File: src/bp_debug_pkg.sv
// Constants and types for the hardware breakpoint and debug-exception unit
//
// Contract
// - Four breakpoint address registers, each fully configurable
// - Enabled matching access raises debug exception
// - Type field: execute, write, read-or-write
// - Length field: one, two or four bytes
// - Execute breakpoint fires before instruction retires
// - Register moves allowed only at privilege zero or in real mode
// - Global enable survives task switch
// - Local enable cleared on task switch
// - Access lock bit 13, cleared on exception
// - Hit flags set even for disabled breakpoints
// - Task-switch flag set for trapping task
// - Single-step flag set for trap-flag exceptions
// - Status never cleared automatically by hardware
// - Trap flag raises exception after each instruction
// - Breakpoint instruction acts as code breakpoint
// - Control layout: enables, lock, type, length
// - Status layout: hits, step, task, fixed ones
package bp_debug_pkg;

  localparam int NUM_BP = 4;

  // Register select codes on the move port
  localparam logic [2:0] SEL_ADDR_0  = 3'h0;
  localparam logic [2:0] SEL_ADDR_1  = 3'h1;
  localparam logic [2:0] SEL_ADDR_2  = 3'h2;
  localparam logic [2:0] SEL_ADDR_3  = 3'h3;
  localparam logic [2:0] SEL_STATUS  = 3'h6;
  localparam logic [2:0] SEL_CONTROL = 3'h7;

  // Control register fields
  localparam int CTL_LOCAL_LSB  = 0;
  localparam int CTL_GLOBAL_LSB = 1;
  localparam int CTL_LOCK_BIT   = 13;
  localparam int CTL_TYPE_LSB   = 16;
  localparam int CTL_LEN_LSB    = 18;
  localparam int CTL_FIELD_STEP = 4;
  localparam logic [31:0] CTL_FIXED_ONES = 32'h0000_0400;
  localparam logic [31:0] CTL_RW_MASK    = 32'hFFFF_20FF;

  // Status register fields
  localparam int STS_STEP_BIT = 14;
  localparam int STS_TASK_BIT = 15;
  localparam logic [31:0] STS_FIXED_ONES = 32'h0000_1FF0;

  // Access type and length codes
  localparam logic [1:0] TYPE_EXEC  = 2'h0;
  localparam logic [1:0] TYPE_WRITE = 2'h1;
  localparam logic [1:0] TYPE_RW    = 2'h3;
  localparam logic [1:0] LEN_1      = 2'h0;
  localparam logic [1:0] LEN_2      = 2'h1;
  localparam logic [1:0] LEN_4      = 2'h3;

  localparam logic [31:0] RESET_ZERO = 32'h0000_0000;

  typedef struct packed {
    logic [NUM_BP-1:0][31:0] bp_addr;
    logic [7:0]              enables;
    logic                    lock;
    logic [15:0]             type_len;
    logic [NUM_BP-1:0]       hit_flag;
    logic                    single_step_flag;
    logic                    task_switch_flag;
    logic [31:0]             rd_data;
    logic                    rd_valid;
    logic                    access_fault;
    logic                    debug_exc;
    logic                    code_fault;
  } state_t;

endpackage : bp_debug_pkg

File: src/bp_debug_unit.sv
// Breakpoint compare, debug status and control registers
`timescale 1ns/1ps
module bp_debug_unit (
  // Clock and reset
  input  wire logic        clk,
  input  wire logic        resetn,
  input  wire logic        ce,
  // Register move port from the core
  input  wire logic        mov_req,
  input  wire logic        mov_write,
  input  wire logic [2:0]  mov_sel,
  input  wire logic [31:0] mov_wdata,
  input  wire logic [1:0]  cpl,
  input  wire logic        real_mode,
  // Instruction fetch, before execution
  input  wire logic        fetch_valid,
  input  wire logic [31:0] fetch_addr,
  input  wire logic        breakpoint_instruction,
  // Instruction retire
  input  wire logic        retire_valid,
  input  wire logic        trap_flag,
  // Data access path
  input  wire logic        data_valid,
  input  wire logic        data_write,
  input  wire logic [31:0] data_addr,
  input  wire logic [2:0]  data_size,
  // Task switch
  input  wire logic        task_switch,
  input  wire logic        task_trap_bit,
  // Outputs
  output logic [31:0]      mov_rdata,
  output logic             mov_rvalid,
  output logic             mov_fault,
  output logic             debug_exc,
  output logic             code_fault
);
  import bp_debug_pkg::*;

  state_t r;
  state_t next_r;

  logic [NUM_BP-1:0] code_match;
  logic [NUM_BP-1:0] data_match;
  logic [NUM_BP-1:0] any_match;
  logic [NUM_BP-1:0] bp_enabled;
  logic [31:0]       ctl_view;
  logic [31:0]       sts_view;
  logic              priv_ok;
  logic              mov_ok;

  // Mask that aligns an address to the watched length
  function automatic logic [31:0] len_mask(input logic [1:0] len);
    logic [31:0] m;
    m = 32'hFFFF_FFFF;
    unique case (len)
      LEN_2:   m = 32'hFFFF_FFFE;
      LEN_4:   m = 32'hFFFF_FFFC;
      default: m = 32'hFFFF_FFFF;
    endcase
    return m;
  endfunction : len_mask

  // Overlap test between an access and the aligned watch window
  function automatic logic overlap(input logic [31:0] bp,
                                   input logic [1:0]  len,
                                   input logic [31:0] a,
                                   input logic [2:0]  sz);
    logic [31:0] lo;
    logic [31:0] hi;
    logic [31:0] alo;
    logic [31:0] ahi;
    lo  = bp & len_mask(len);
    hi  = lo | ~len_mask(len);
    alo = a;
    ahi = a + {29'h0, sz} - 32'h0000_0001;
    return (alo <= hi) && (ahi >= lo);
  endfunction : overlap

  always_comb begin
    ctl_view = CTL_FIXED_ONES;
    ctl_view[7:0] = r.enables;
    ctl_view[CTL_LOCK_BIT] = r.lock;
    ctl_view[31:16] = r.type_len;
    sts_view = STS_FIXED_ONES;
    sts_view[NUM_BP-1:0] = r.hit_flag;
    sts_view[STS_STEP_BIT] = r.single_step_flag;
    sts_view[STS_TASK_BIT] = r.task_switch_flag;
  end

  // Per-breakpoint compare, independent of enables
  always_comb begin
    for (int n = 0; n < NUM_BP; n++) begin
      logic [1:0] typ;
      logic [1:0] len;
      typ = r.type_len[CTL_FIELD_STEP*n +: 2];
      len = r.type_len[CTL_FIELD_STEP*n + 2 +: 2];
      // Execute match uses the whole address; length is ignored
      code_match[n] = fetch_valid && (typ == TYPE_EXEC) &&
                      (fetch_addr == r.bp_addr[n]);
      data_match[n] = data_valid && (data_size != 3'h0) &&
                      ((typ == TYPE_RW) ||
                       (typ == TYPE_WRITE && data_write)) &&
                      overlap(r.bp_addr[n], len,
                              data_addr, data_size);
      any_match[n]  = code_match[n] || data_match[n];
      bp_enabled[n] = r.enables[CTL_LOCAL_LSB + 2*n] ||
                      r.enables[CTL_GLOBAL_LSB + 2*n];
    end
  end

  assign priv_ok = real_mode || (cpl == 2'h0);
  // The lock refuses every move while set
  assign mov_ok  = mov_req && priv_ok && !r.lock;

  always_comb begin
    logic bp_fire;
    logic step_fire;
    logic task_fire;
    logic exc;
    bp_fire   = |(any_match & bp_enabled);
    step_fire = retire_valid && trap_flag;
    task_fire = task_switch && task_trap_bit;
    exc       = bp_fire || step_fire || task_fire ||
                (fetch_valid && breakpoint_instruction);

    next_r = r;
    next_r.rd_valid     = 1'b0;
    next_r.access_fault = mov_req && !mov_ok;
    next_r.debug_exc    = exc;
    // Fault form: the fetched instruction must not retire
    next_r.code_fault   = |(code_match & bp_enabled) ||
                          (fetch_valid && breakpoint_instruction);

    // Software moves first, so hardware events below win
    if (mov_ok && mov_write) begin
      unique case (mov_sel)
        SEL_ADDR_0, SEL_ADDR_1, SEL_ADDR_2, SEL_ADDR_3:
          next_r.bp_addr[mov_sel[1:0]] = mov_wdata;
        SEL_CONTROL: begin
          next_r.enables  = mov_wdata[7:0];
          next_r.lock     = mov_wdata[CTL_LOCK_BIT];
          next_r.type_len = mov_wdata[31:16];
        end
        SEL_STATUS: begin
          // Only software clears the status bits
          next_r.hit_flag         = mov_wdata[NUM_BP-1:0];
          next_r.single_step_flag = mov_wdata[STS_STEP_BIT];
          next_r.task_switch_flag = mov_wdata[STS_TASK_BIT];
        end
        default: ;
      endcase
    end
    if (mov_ok && !mov_write) begin
      next_r.rd_valid = 1'b1;
      unique case (mov_sel)
        SEL_ADDR_0, SEL_ADDR_1, SEL_ADDR_2, SEL_ADDR_3:
          next_r.rd_data = r.bp_addr[mov_sel[1:0]];
        SEL_CONTROL: next_r.rd_data = ctl_view;
        SEL_STATUS:  next_r.rd_data = sts_view;
        default:     next_r.rd_data = RESET_ZERO;
      endcase
    end

    if (task_switch) begin
      for (int n = 0; n < NUM_BP; n++)
        next_r.enables[CTL_LOCAL_LSB + 2*n] = 1'b0;
    end
    if (exc) begin
      next_r.lock = 1'b0;
      // Hits are recorded for all matches, enabled or not
      next_r.hit_flag = next_r.hit_flag | any_match;
      if (step_fire)
        next_r.single_step_flag = 1'b1;
      if (task_fire)
        next_r.task_switch_flag = 1'b1;
    end
  end

  always_ff @(posedge clk) begin
    if (!resetn) begin
      r <= '0;
    end else if (ce) begin
      r <= next_r;
    end
  end

  assign mov_rdata  = r.rd_data;
  assign mov_rvalid = r.rd_valid;
  assign mov_fault  = r.access_fault;
  assign debug_exc  = r.debug_exc;
  assign code_fault = r.code_fault;

endmodule : bp_debug_unit

File: config.mk
export PLATFORM = sky130hd
export DESIGN_NAME = bp_debug_unit
export DESIGN_NICKNAME = d
export VERILOG_FILES = /design/src/bp_debug_pkg.sv /design/src/bp_debug_unit.sv
export SDC_FILE = /design/constraint.sdc
export NUM_CORES = 1
export LEC_CHECK = 0
export BUFFER_PORTS_ARGS = -buffer_cell sky130_fd_sc_hd__buf_2
export CAP_MARGIN = 20
export CORE_ASPECT_RATIO = 0.75
export CORE_MARGIN = 2
export CORE_UTILIZATION = 25
export DETAILED_ROUTE_END_ITERATION = 12
export GPL_ROUTABILITY_DRIVEN = 0
export SLEW_MARGIN = 20
export SYNTH_ARGS = -nofsm -noshare
export SYNTH_HDL_FRONTEND = slang
export SYNTH_SLANG_ARGS = --single-unit
export TNS_END_PERCENT = 30
File: constraint.sdc
create_clock -name clk -period 8.4 [get_ports clk]
set_clock_uncertainty 0.15 [all_clocks]
set_input_delay 0.42 -clock clk [delete_from_list [all_inputs] [get_ports clk]]
set_output_delay 0.42 -clock clk [all_outputs]
set_load 0.1 [all_outputs]
== After elaboration in Yosys (flattened, before gate mapping) ==
Cells that the tools add are included.
Widths: inputs -> output; s select.
Storage, ports and cells
  output and inout port bits: 36
  logic and storage cells: 163
  flip-flop bits (word level): 195
  input port bits: 118
Operators by class
  equality and inequality tests: 25
  bitwise operators: 15
  add/subtract/negate cells: 2
  reduce and logical (&&, ||, !) cells: 73
  mux-type cells: 22
  order comparisons: 10
Operators with widths (count)
  $and 32x32->32: 4
  $bwmux 128: 1
  $eq 32x32->1: 4
  $ge 32x32->1: 4
  $le 32x32->1: 4
  $not 32->32: 4
  $or 32x32->32: 4
  $pmux 32 s3: 1
  $bmux 32 s2: 1
  $demux 32 s2: 1
  $mux 32: 2
  $logic_and 1x1->1: 34
  $add 32x3->32: 1
  $sub 32x1->32 const B: 1
  $mux 30: 1
  $mux 24: 1
  $logic_or 1x1->1: 17
  $eq 2x1->1 const B: 8
  $eq 2x2->1 const B: 8
  $pmux 2 s2: 4
  $mux 6: 2
  $reduce_and 3->1: 4
  $reduce_or 4->1: 3
  $logic_not 2->1: 5
  other kinds (13): 28

== Logic depth before layout (Yosys ltp) ==
Gate-level depths: netlist of run 1.
  word-level depth: 15
  mapped depth: 27
  depth with buffers taken out: 27

== Least setup slack after synthesis of run 1 ==
Ideal clock, no wire load.
  path type: input to register
  from: input data_addr[1]
  to: register r (netlist bit ctl_view[13])
  cell stages on the path: 27
  buffers on the path: 0
  arrival: 5.142 ns
  setup slack: 3.028 ns
  path through: inv_1 -> ha_1 -> inv_1 -> ha_1 -> inv_1 -> fa_1 -> nand2b_1 -> a21oi_1 -> o31ai_1 -> nand4_1 -> a31oi_1 -> a211o_1 -> a211oi_2 -> nor2_1 -> a21oi_1 -> xor2_1 -> ha_1 -> a21o_1 -> a21o_1 -> a21oi_1 -> o21ai_1 -> and4bb_1 -> a32oi_1 -> a31oi_1 -> o2111ai_2 -> or3_1 -> a22oi_1
Between the ends
  longest elaborated chain between the ends: 13
RTL lines
  start, declared: RTL line bp_debug_unit.sv:25  | input wire logic [31:0] data_addr,
  $add 32x3->32: RTL line bp_debug_unit.sv:75  | ahi = a + {29'h0, sz} - 32'h0000_0001;
  $sub 32x1->32: RTL line bp_debug_unit.sv:75
  $ge 32x32->1: RTL line bp_debug_unit.sv:76  | return (alo <= hi) && (ahi >= lo);
  $logic_and 1x1->1: RTL line bp_debug_unit.sv:76
  $logic_and 1x1->1: RTL line bp_debug_unit.sv:102  | (typ == TYPE_WRITE && data_write)) &&
  $logic_or 1x1->1: RTL line bp_debug_unit.sv:105  | any_match[n] = code_match[n] || data_match[n];
  $and 4x4->4 (*): RTL line bp_debug_unit.sv:120  | bp_fire = |(any_match & bp_enabled);
  $reduce_or 4->1 (*): RTL line bp_debug_unit.sv:120
  $logic_or 1x1->1 (*) (3 in a row): RTL line bp_debug_unit.sv:123  | exc = bp_fire || step_fire || task_fire ||
  $reduce_bool 2->1 (no line)
  $reduce_and 3->1 (no line)
  end signal, assigned: RTL line bp_debug_unit.sv:183  | r <= next_r;
  end, declared: RTL line bp_debug_unit.sv:39  | state_t r;
Every way passes the cells marked *; elsewhere a longest branch is shown, timed or not.
A chain may end at the register's enable or synchronous reset.

== Worst setup path after layout of run 1 ==
Same ends and word-level chain as after synthesis.

==> out/qor.yml, run 1 <==
clocking:
  cts-buffers-inserted: 17
  htreeDepth: 4
  cts-resized-gates: 0
  cts_hold_buf: 0
  clk_path_buf_depth: 2
  clk_pin_slew_worst_paths_ns: 0.08
  cts.sinks: 195
  clkLatencyLatePin_ns: 0.47
  clockRootBuffer: "clkbuf_16"
  cts_tree: "built"
  cts_setup_buffers: 0
global_route:
  overflow: 0
  antenna_found_initial: 11
  grt_pass1_wl_um: 105000
  grt_max_degree: 105
  grt_usage_pct: 19.7
  grt_pass1_vias: 15400
layout:
  design_area_sq_um: 19700
  layout_common_cells: "nand2_1 (346), ha_1 (289), a21oi_1 (283), dfxtp_1 (195), inv_1 (168)"
  areaGrowthSynthToFinish_pct: 12.2
  fin_nets: 2692
  final_common_cell: "nand2_1"
  drive_above_1_share_pct: 11.4
floorplanning:
  die_area_sq_um: 72400
  rows: 84
  ios: 154
  die_w_um: 310
  core_sq_um: 69800
  start_util_pct: 25.2
  die_height_um: 233
worst_setup_path:
  ff2ff_path_depth: 12
  endpoint: "ctl_view[13]"
  r2r_setup_slack_ns: 4.32
  critPathRequiredTime_ns: 8.63
  cp-end-kind: "flop"
  worst_ep_arrival_time_ns: 6.41
  reg2reg_from: "ctl_view[26]"
  reg2reg_to: "ctl_view[13]"
  crit_top_cell: "a21oi_1"
  cp-start-kind: "primary input"
  max_stage_delay_ns: 0.42
  critPathKind: "in2reg"
  critical_path.max_fanout: 7
  cp_slowest_cell: "or3_1"
  cp-startpoint: "data_addr[1]"
route:
  wirelength_um: 73500
  routed-via-count: 17200
  post_drt_wl_per_cell_um: 22.6
  drtIter0Drc: 2196
  vias_per_cell: 5.29
  ant_nets: 0
  drc: 0
  drt-pass1-iter-count: 8
synth:
  synth_area_per_cell_sq_um: 7.94
  synthArstFlopShare_pct: 0
  yosys_most_used_dff: "dfxtp_1"
  ys_ff_latch: 195
  yosys_warnings: 0
  synth_cell_types: 83
  synth_area_sq_um: 17600
  ys_seq_area_share_pct: 22.2
  syn-num-nets: 2618
  netlist_instances: 2210
  synth_edf_count: 0
pwr:
  ir_worst_vdd_mv: 0.156
  total_power_mw: 2.67
  powerDensity_nw_per_um2: 136
  p_leak_nw: 7.77
outcome:
  run_status: "complete, no violations"
sta:
  slew-limit-headroom_pct: 22.7
  tns_ns: 0
  slew_viol_final: 0
  fmax_mhz: 162
  tightest_slew_ns: 1.15
  rsz0062_at_grt: "false"
  finalHoldViolCount: 0
  setup_viol: 0
  final.period_utilization_pct: 73.6
  min_period_ns: 6.18
place:
  port_buffers: 153
  placed_area_sq_um: 19100
  hpwl_um: 59100
worst_hold_path:
  min_path_type: "in2reg"
job:
  max_cap_viol_count: 0
per-layer routing:
metal  up-vias  share of wire, %  track usage [%]
met3       142                14             8.27
met4        16               2.1             3.85
met1      8101                44             27.9
li1       7982                 -                -
met5         -              0.29             1.16
met2       940                40             27.5
how the worst min path moves through the flow:
stage,slack (ns),depth (start not counted),startpoint,end
final,0.09,3,retire_valid,r[37]
after global routing,0.09,3,mov_wdata[22],r[153]
after CTS,0.07,3,task_trap_bit,r[36]
after detailed placement,0.31,2,mov_fault,mov_fault
after global placement,0.31,2,ctl_view[3],ctl_view[3]
after floorplan,0.29,2,ctl_view[3],ctl_view[3]
Yosys cell counts, types with 7 or more instances:
cell type  count  area share (%)
or2_2          9            0.32
o21a_1        11            0.47
xor2_1       110             5.5
a21o_1       110             4.7
and3_1         8            0.29
xnor2_1       41             2.0
dfxtp_1      195              22
nand4_1       65             2.3
mux2i_1       17            0.97
clkbuf_1      70             1.5
a211o_1        7            0.35
a22oi_1       19            0.81
a21oi_1      283             8.1
nand3_1       21            0.60
buf_4         35             1.5
mux4_2        26             3.3
inv_1        168             3.6
nor4_1        29             1.0
nor3_1        25            0.71
a31oi_1       10            0.36
a211oi_1      17            0.73
o211ai_1      11            0.47
nor2_1       110             2.4
o21ai_0       43             1.2
nand2_1      347             7.4
nand2b_1      13            0.46
ha_1         289              21
nor2b_1       14            0.50
and4_1         7            0.35
critical path, delay by kind of cell:
family / cells / cell delay, ns
XOR/XNOR: 1 / 0.38
adder cells (fa/ha/maj): 4 / 1.16
AND/OR/NAND/NOR: 4 / 0.88
buffers and inverters: 4 / 0.31
AO/OA/AOI/OAI: 15 / 3.26
layout make-up:
class	count	area (sq um)
clock buffers	17	425
well taps	946	1180
diodes	3	7.51
flip-flops and latches	195	3900
multi-input cells	1734	12500
inverters	171	647
repair buffers	165	856
fillers	7639	50100
clock inverters	15	188
cell families after synthesis:
logic type / count (synthesis) / synth area share [%]
AO/OA/AOI/OAI: 572 / 20.6
XOR/XNOR: 151 / 7.53
adder cells (fa/ha/maj): 290 / 20.7
buffers and inverters: 281 / 6.81
flip-flops: 195 / 22.2
multiplexers: 43 / 4.31
AND/OR/NAND/NOR: 678 / 17.8
power by group:
part	total [mW]	leakage [nW]	internal [mW]	switching [mW]
registers	0.941	1.57	0.931	0.00911
logic	0.851	5.90	0.317	0.534
clock network	0.879	0.298	0.454	0.425
total	2.67	7.77	1.70	0.967
through the flow:
step / hold WS [ns] / util (%) / instances / setup slack, ns
6_report: 0.0884 / 28.2 / 3246 / 2.22
5_1_grt: 0.0898 / 28.2 / 3245 / 1.86
4_1_cts: 0.0749 / 28.2 / 3243 / 2.36
3_5_place_dp: 0.309 / 27.3 / 3211 / 1.88
3_3_place_gp: 0.306 / 27.3 / 3211 / 1.95
2_1_floorplan: 0.294 / - / 2210 / 3.03
flip-flops by register name (all words and copies together), names as in the netlist:
name        count
r             134
mov_fault       1
code_fault      1
mov_rdata      32
debug_exc       1
mov_rvalid      1
ctl_view       25
Note: power is estimated with default switching activity, not from simulation.
==> run 2, diff against run 1 <==
clock period = 6.1 ns   (was 8.4 ns; I/O delays follow)
==> run 2 against run 1 <==
Against the previous run: die area did not move; first-iteration DRC count rose by 13%; non-clock buffer count rose by 35; count of clock-buffer cells in the layout rose by 1; critical path type unchanged; largest cell class unchanged; largest power group unchanged.
==> out/qor.yml, run 2 (synthesized netlist as in run 1, its figures left out) <==
layout:
  final_common_cell: "nand2_1"
  largest_register: "r"
  largest_register_ffs: 134  # unchanged
  stdcell_count: 3281  # +1.1%
  drive_above_1_share_pct: 11.7  # +0.30 points
  fin_nets: 2727  # +1.3%
  layout_common_cells: "nand2_1 (346), ha_1 (289), a21oi_1 (283), dfxtp_1 (195), inv_1 (168)"
  areaGrowthSynthToFinish_pct: 14.0
  fill_cells: 7622  # -0.22%
worst_setup_path:
  critPathRequiredTime_ns: 6.33  # -2.30 ns
  cp-end-kind: "flop"
  ff2ff_path_depth: 11  # -1
  crit_top_cell: "a21oi_1"
  cp_num_buf_inv: 5  # +1
  cp_slowest_cell: "or3_1"
  critical_path.max_fanout: 4  # -3
  worst_ep_arrival_time_ns: 6.00  # -0.41 ns
  cp-start-kind: "primary input"
  max_stage_delay_ns: 0.40  # -0.02 ns
  path_delay_family: "compound AO/OA/AOI/OAI gates"
  cp.depth: 29  # +3.6%
  critPathKind: "in2reg"
sta:
  min_period_ns: 5.76
  tightest_slew_ns: 1.12  # -0.0303 ns
  layout_setup_ws_ns: 0.336  # -1.88 ns
  setup_viol: 0  # unchanged
  slew_viol_final: 0  # unchanged
  fmax_mhz: 174
  slew-limit-headroom_pct: 24.8  # +2.1 points
  finalHoldViolCount: 0  # unchanged
  rsz0062_at_grt: "false"
  final.period_utilization_pct: 94.5
  tns_ns: 0  # unchanged
clocking:
  cts.sinks: 195  # unchanged
  clk_pin_slew_worst_paths_ns: 0.08  # about the same
  clk_path_buf_depth: 2  # unchanged
  cts-buffers-inserted: 17  # unchanged
  cts_hold_buf: 24  # +24
  htreeDepth: 4  # unchanged
  cts-resized-gates: 0  # unchanged
  clkLatencyLatePin_ns: 0.46  # about the same
  cts_setup_buffers: 0  # unchanged
  cts_tree: "built"
  clockRootBuffer: "clkbuf_16"
global_route:
  grt_pass1_vias: 15400  # -0.23%
  grt_usage_pct: 19.9  # +0.16 points
  met2_usage_pct: 28.2  # +0.73 points
  grt-busiest-layer: "met1"
  grt_pass1_wl_um: 106000  # +0.59%
  grt_max_degree: 130  # +24%
  antenna_found_initial: 13  # +2
  grt_util_met1_pct: 28.6  # +0.72 points
  grt_use_met3_pct: 7.55  # -0.72 points
  overflow: 0  # unchanged
floorplanning:
  start_util_pct: 25.2  # unchanged
  die_area_sq_um: 72400  # unchanged
  rows: 84  # unchanged
  core_sq_um: 69800  # unchanged
  die_height_um: 233  # unchanged
  ios: 154  # unchanged
  die_w_um: 310  # unchanged
route:
  routed-via-count: 17400  # +1.1%
  post_drt_wl_per_cell_um: 22.7  # +0.21%
  drt-pass1-iter-count: 7  # -1
  drc: 0  # unchanged
  drtIter0Drc: 2488  # +13%
  vias_per_cell: 5.29  # about the same
  wirelength_um: 74400  # +1.3%
  ant_nets: 0  # unchanged
outcome:
  run_status: "complete, no violations"
place:
  hpwl_um: 59700  # +0.91%
  post-place-ws_ns: 0.0388  # -1.84 ns
  dp.cells: 3222  # +0.34%
  port_buffers: 153  # unchanged
pwr:
  power_frac_comb_pct: 32.5  # +0.6 points
  ir_worst_vdd_mv: 0.210  # +35%
  seq_power_share_pct: 34.9  # -0.3 points
  intPower_mw: 2.37  # +39%
  p_clk_share_pct: 32.6  # -0.3 points
  p_switching_mw: 1.34  # +38%
  powerDensity_nw_per_um2: 185  # +37%
  swShare_pct: 36.0  # -0.19 points
  p_leak_nw: 7.92  # +1.9%
worst_hold_path:
  holdPathStages: 3  # unchanged
  min_path_type: "in2reg"
job:
  max_cap_viol_count: 0  # unchanged
-- run 2: cell count changes in the layout (fill, tap and decap cells not counted) --
cell           change
clkinv_2           +1
clkinv_8           -1
clkinvlp_4         +1
clkinv_4           +1
inv_8              +1
inv_6              -4
dlygate4sd3_1     +24
clkbuf_8           +1
buf_4             +11
-- run 2: power groups by stage --
| stage | logic, mW | registers (mW) | clock network [mW] |
|---|---|---|---|
| 3_3_place_gp | 1.14 | 1.32 | 0 |
| 4_1_cts | 1.17 | 1.29 | 1.20 |
| 5_1_grt | 1.32 | 1.30 | 1.26 |
| 3_5_place_dp | 1.15 | 1.32 | 0 |
| 2_1_floorplan | 0.760 | 1.33 | 0 |
| 6_report | 1.21 | 1.30 | 1.21 |
-- run 2: routing by layer --
metal	wire length (um)	share of wire [%]	up-vias
met5	175	0.24	-
met4	1160	1.6	12
met3	11200	15	119
met2	29900	40	1046
met1	32100	43	8145
li1	-	-	8044
-- run 2: through the flow --
stage | hold slack [ns] | power [mW] | util (%) | area [sq um]
6_report | 0.00487 | 3.71 | 28.7 | 20000
3_5_place_dp | 0.306 | 2.47 | 27.5 | 19200
4_1_cts | 0.0000242 | 3.67 | 28.7 | 20000
5_1_grt | 0.0146 | 3.88 | 28.7 | 20000
3_3_place_gp | 0.304 | 2.46 | 27.5 | 19200
2_1_floorplan | 0.291 | 2.09 | - | 17600
-- run 2: area by class of cell --
| type | count | area [sq um] | area share, % |
|---|---|---|---|
| well taps | 946 | 1180 | 5.91 |
| inverters | 171 | 647 | 3.23 |
| clock buffers | 18 | 439 | 2.19 |
| multi-input cells | 1734 | 12500 | 62.4 |
| flip-flops and latches | 195 | 3900 | 19.5 |
| repair buffers | 200 | 1180 | 5.89 |
| diodes | 3 | 7.51 | 0.0375 |
| clock inverters | 14 | 169 | 0.844 |
-- run 2: path summary, 6_finish.rpt --
kind,to,slack [ns],from
worst max-delay path,ctl_view[13],0.34,data_size[1]
worst min-delay path,r[125],0.005,mov_wdata[26]
worst max register to register,ctl_view[13],2.06,r[189]
worst min register to register,ctl_view[3],0.32,ctl_view[3]
-- run 2: worst min-delay path: cells and delay by family --
family	cells	cell delay, ns
simple gates	1	0.06
compound gates	1	0.05
buf+inv	1	0.14
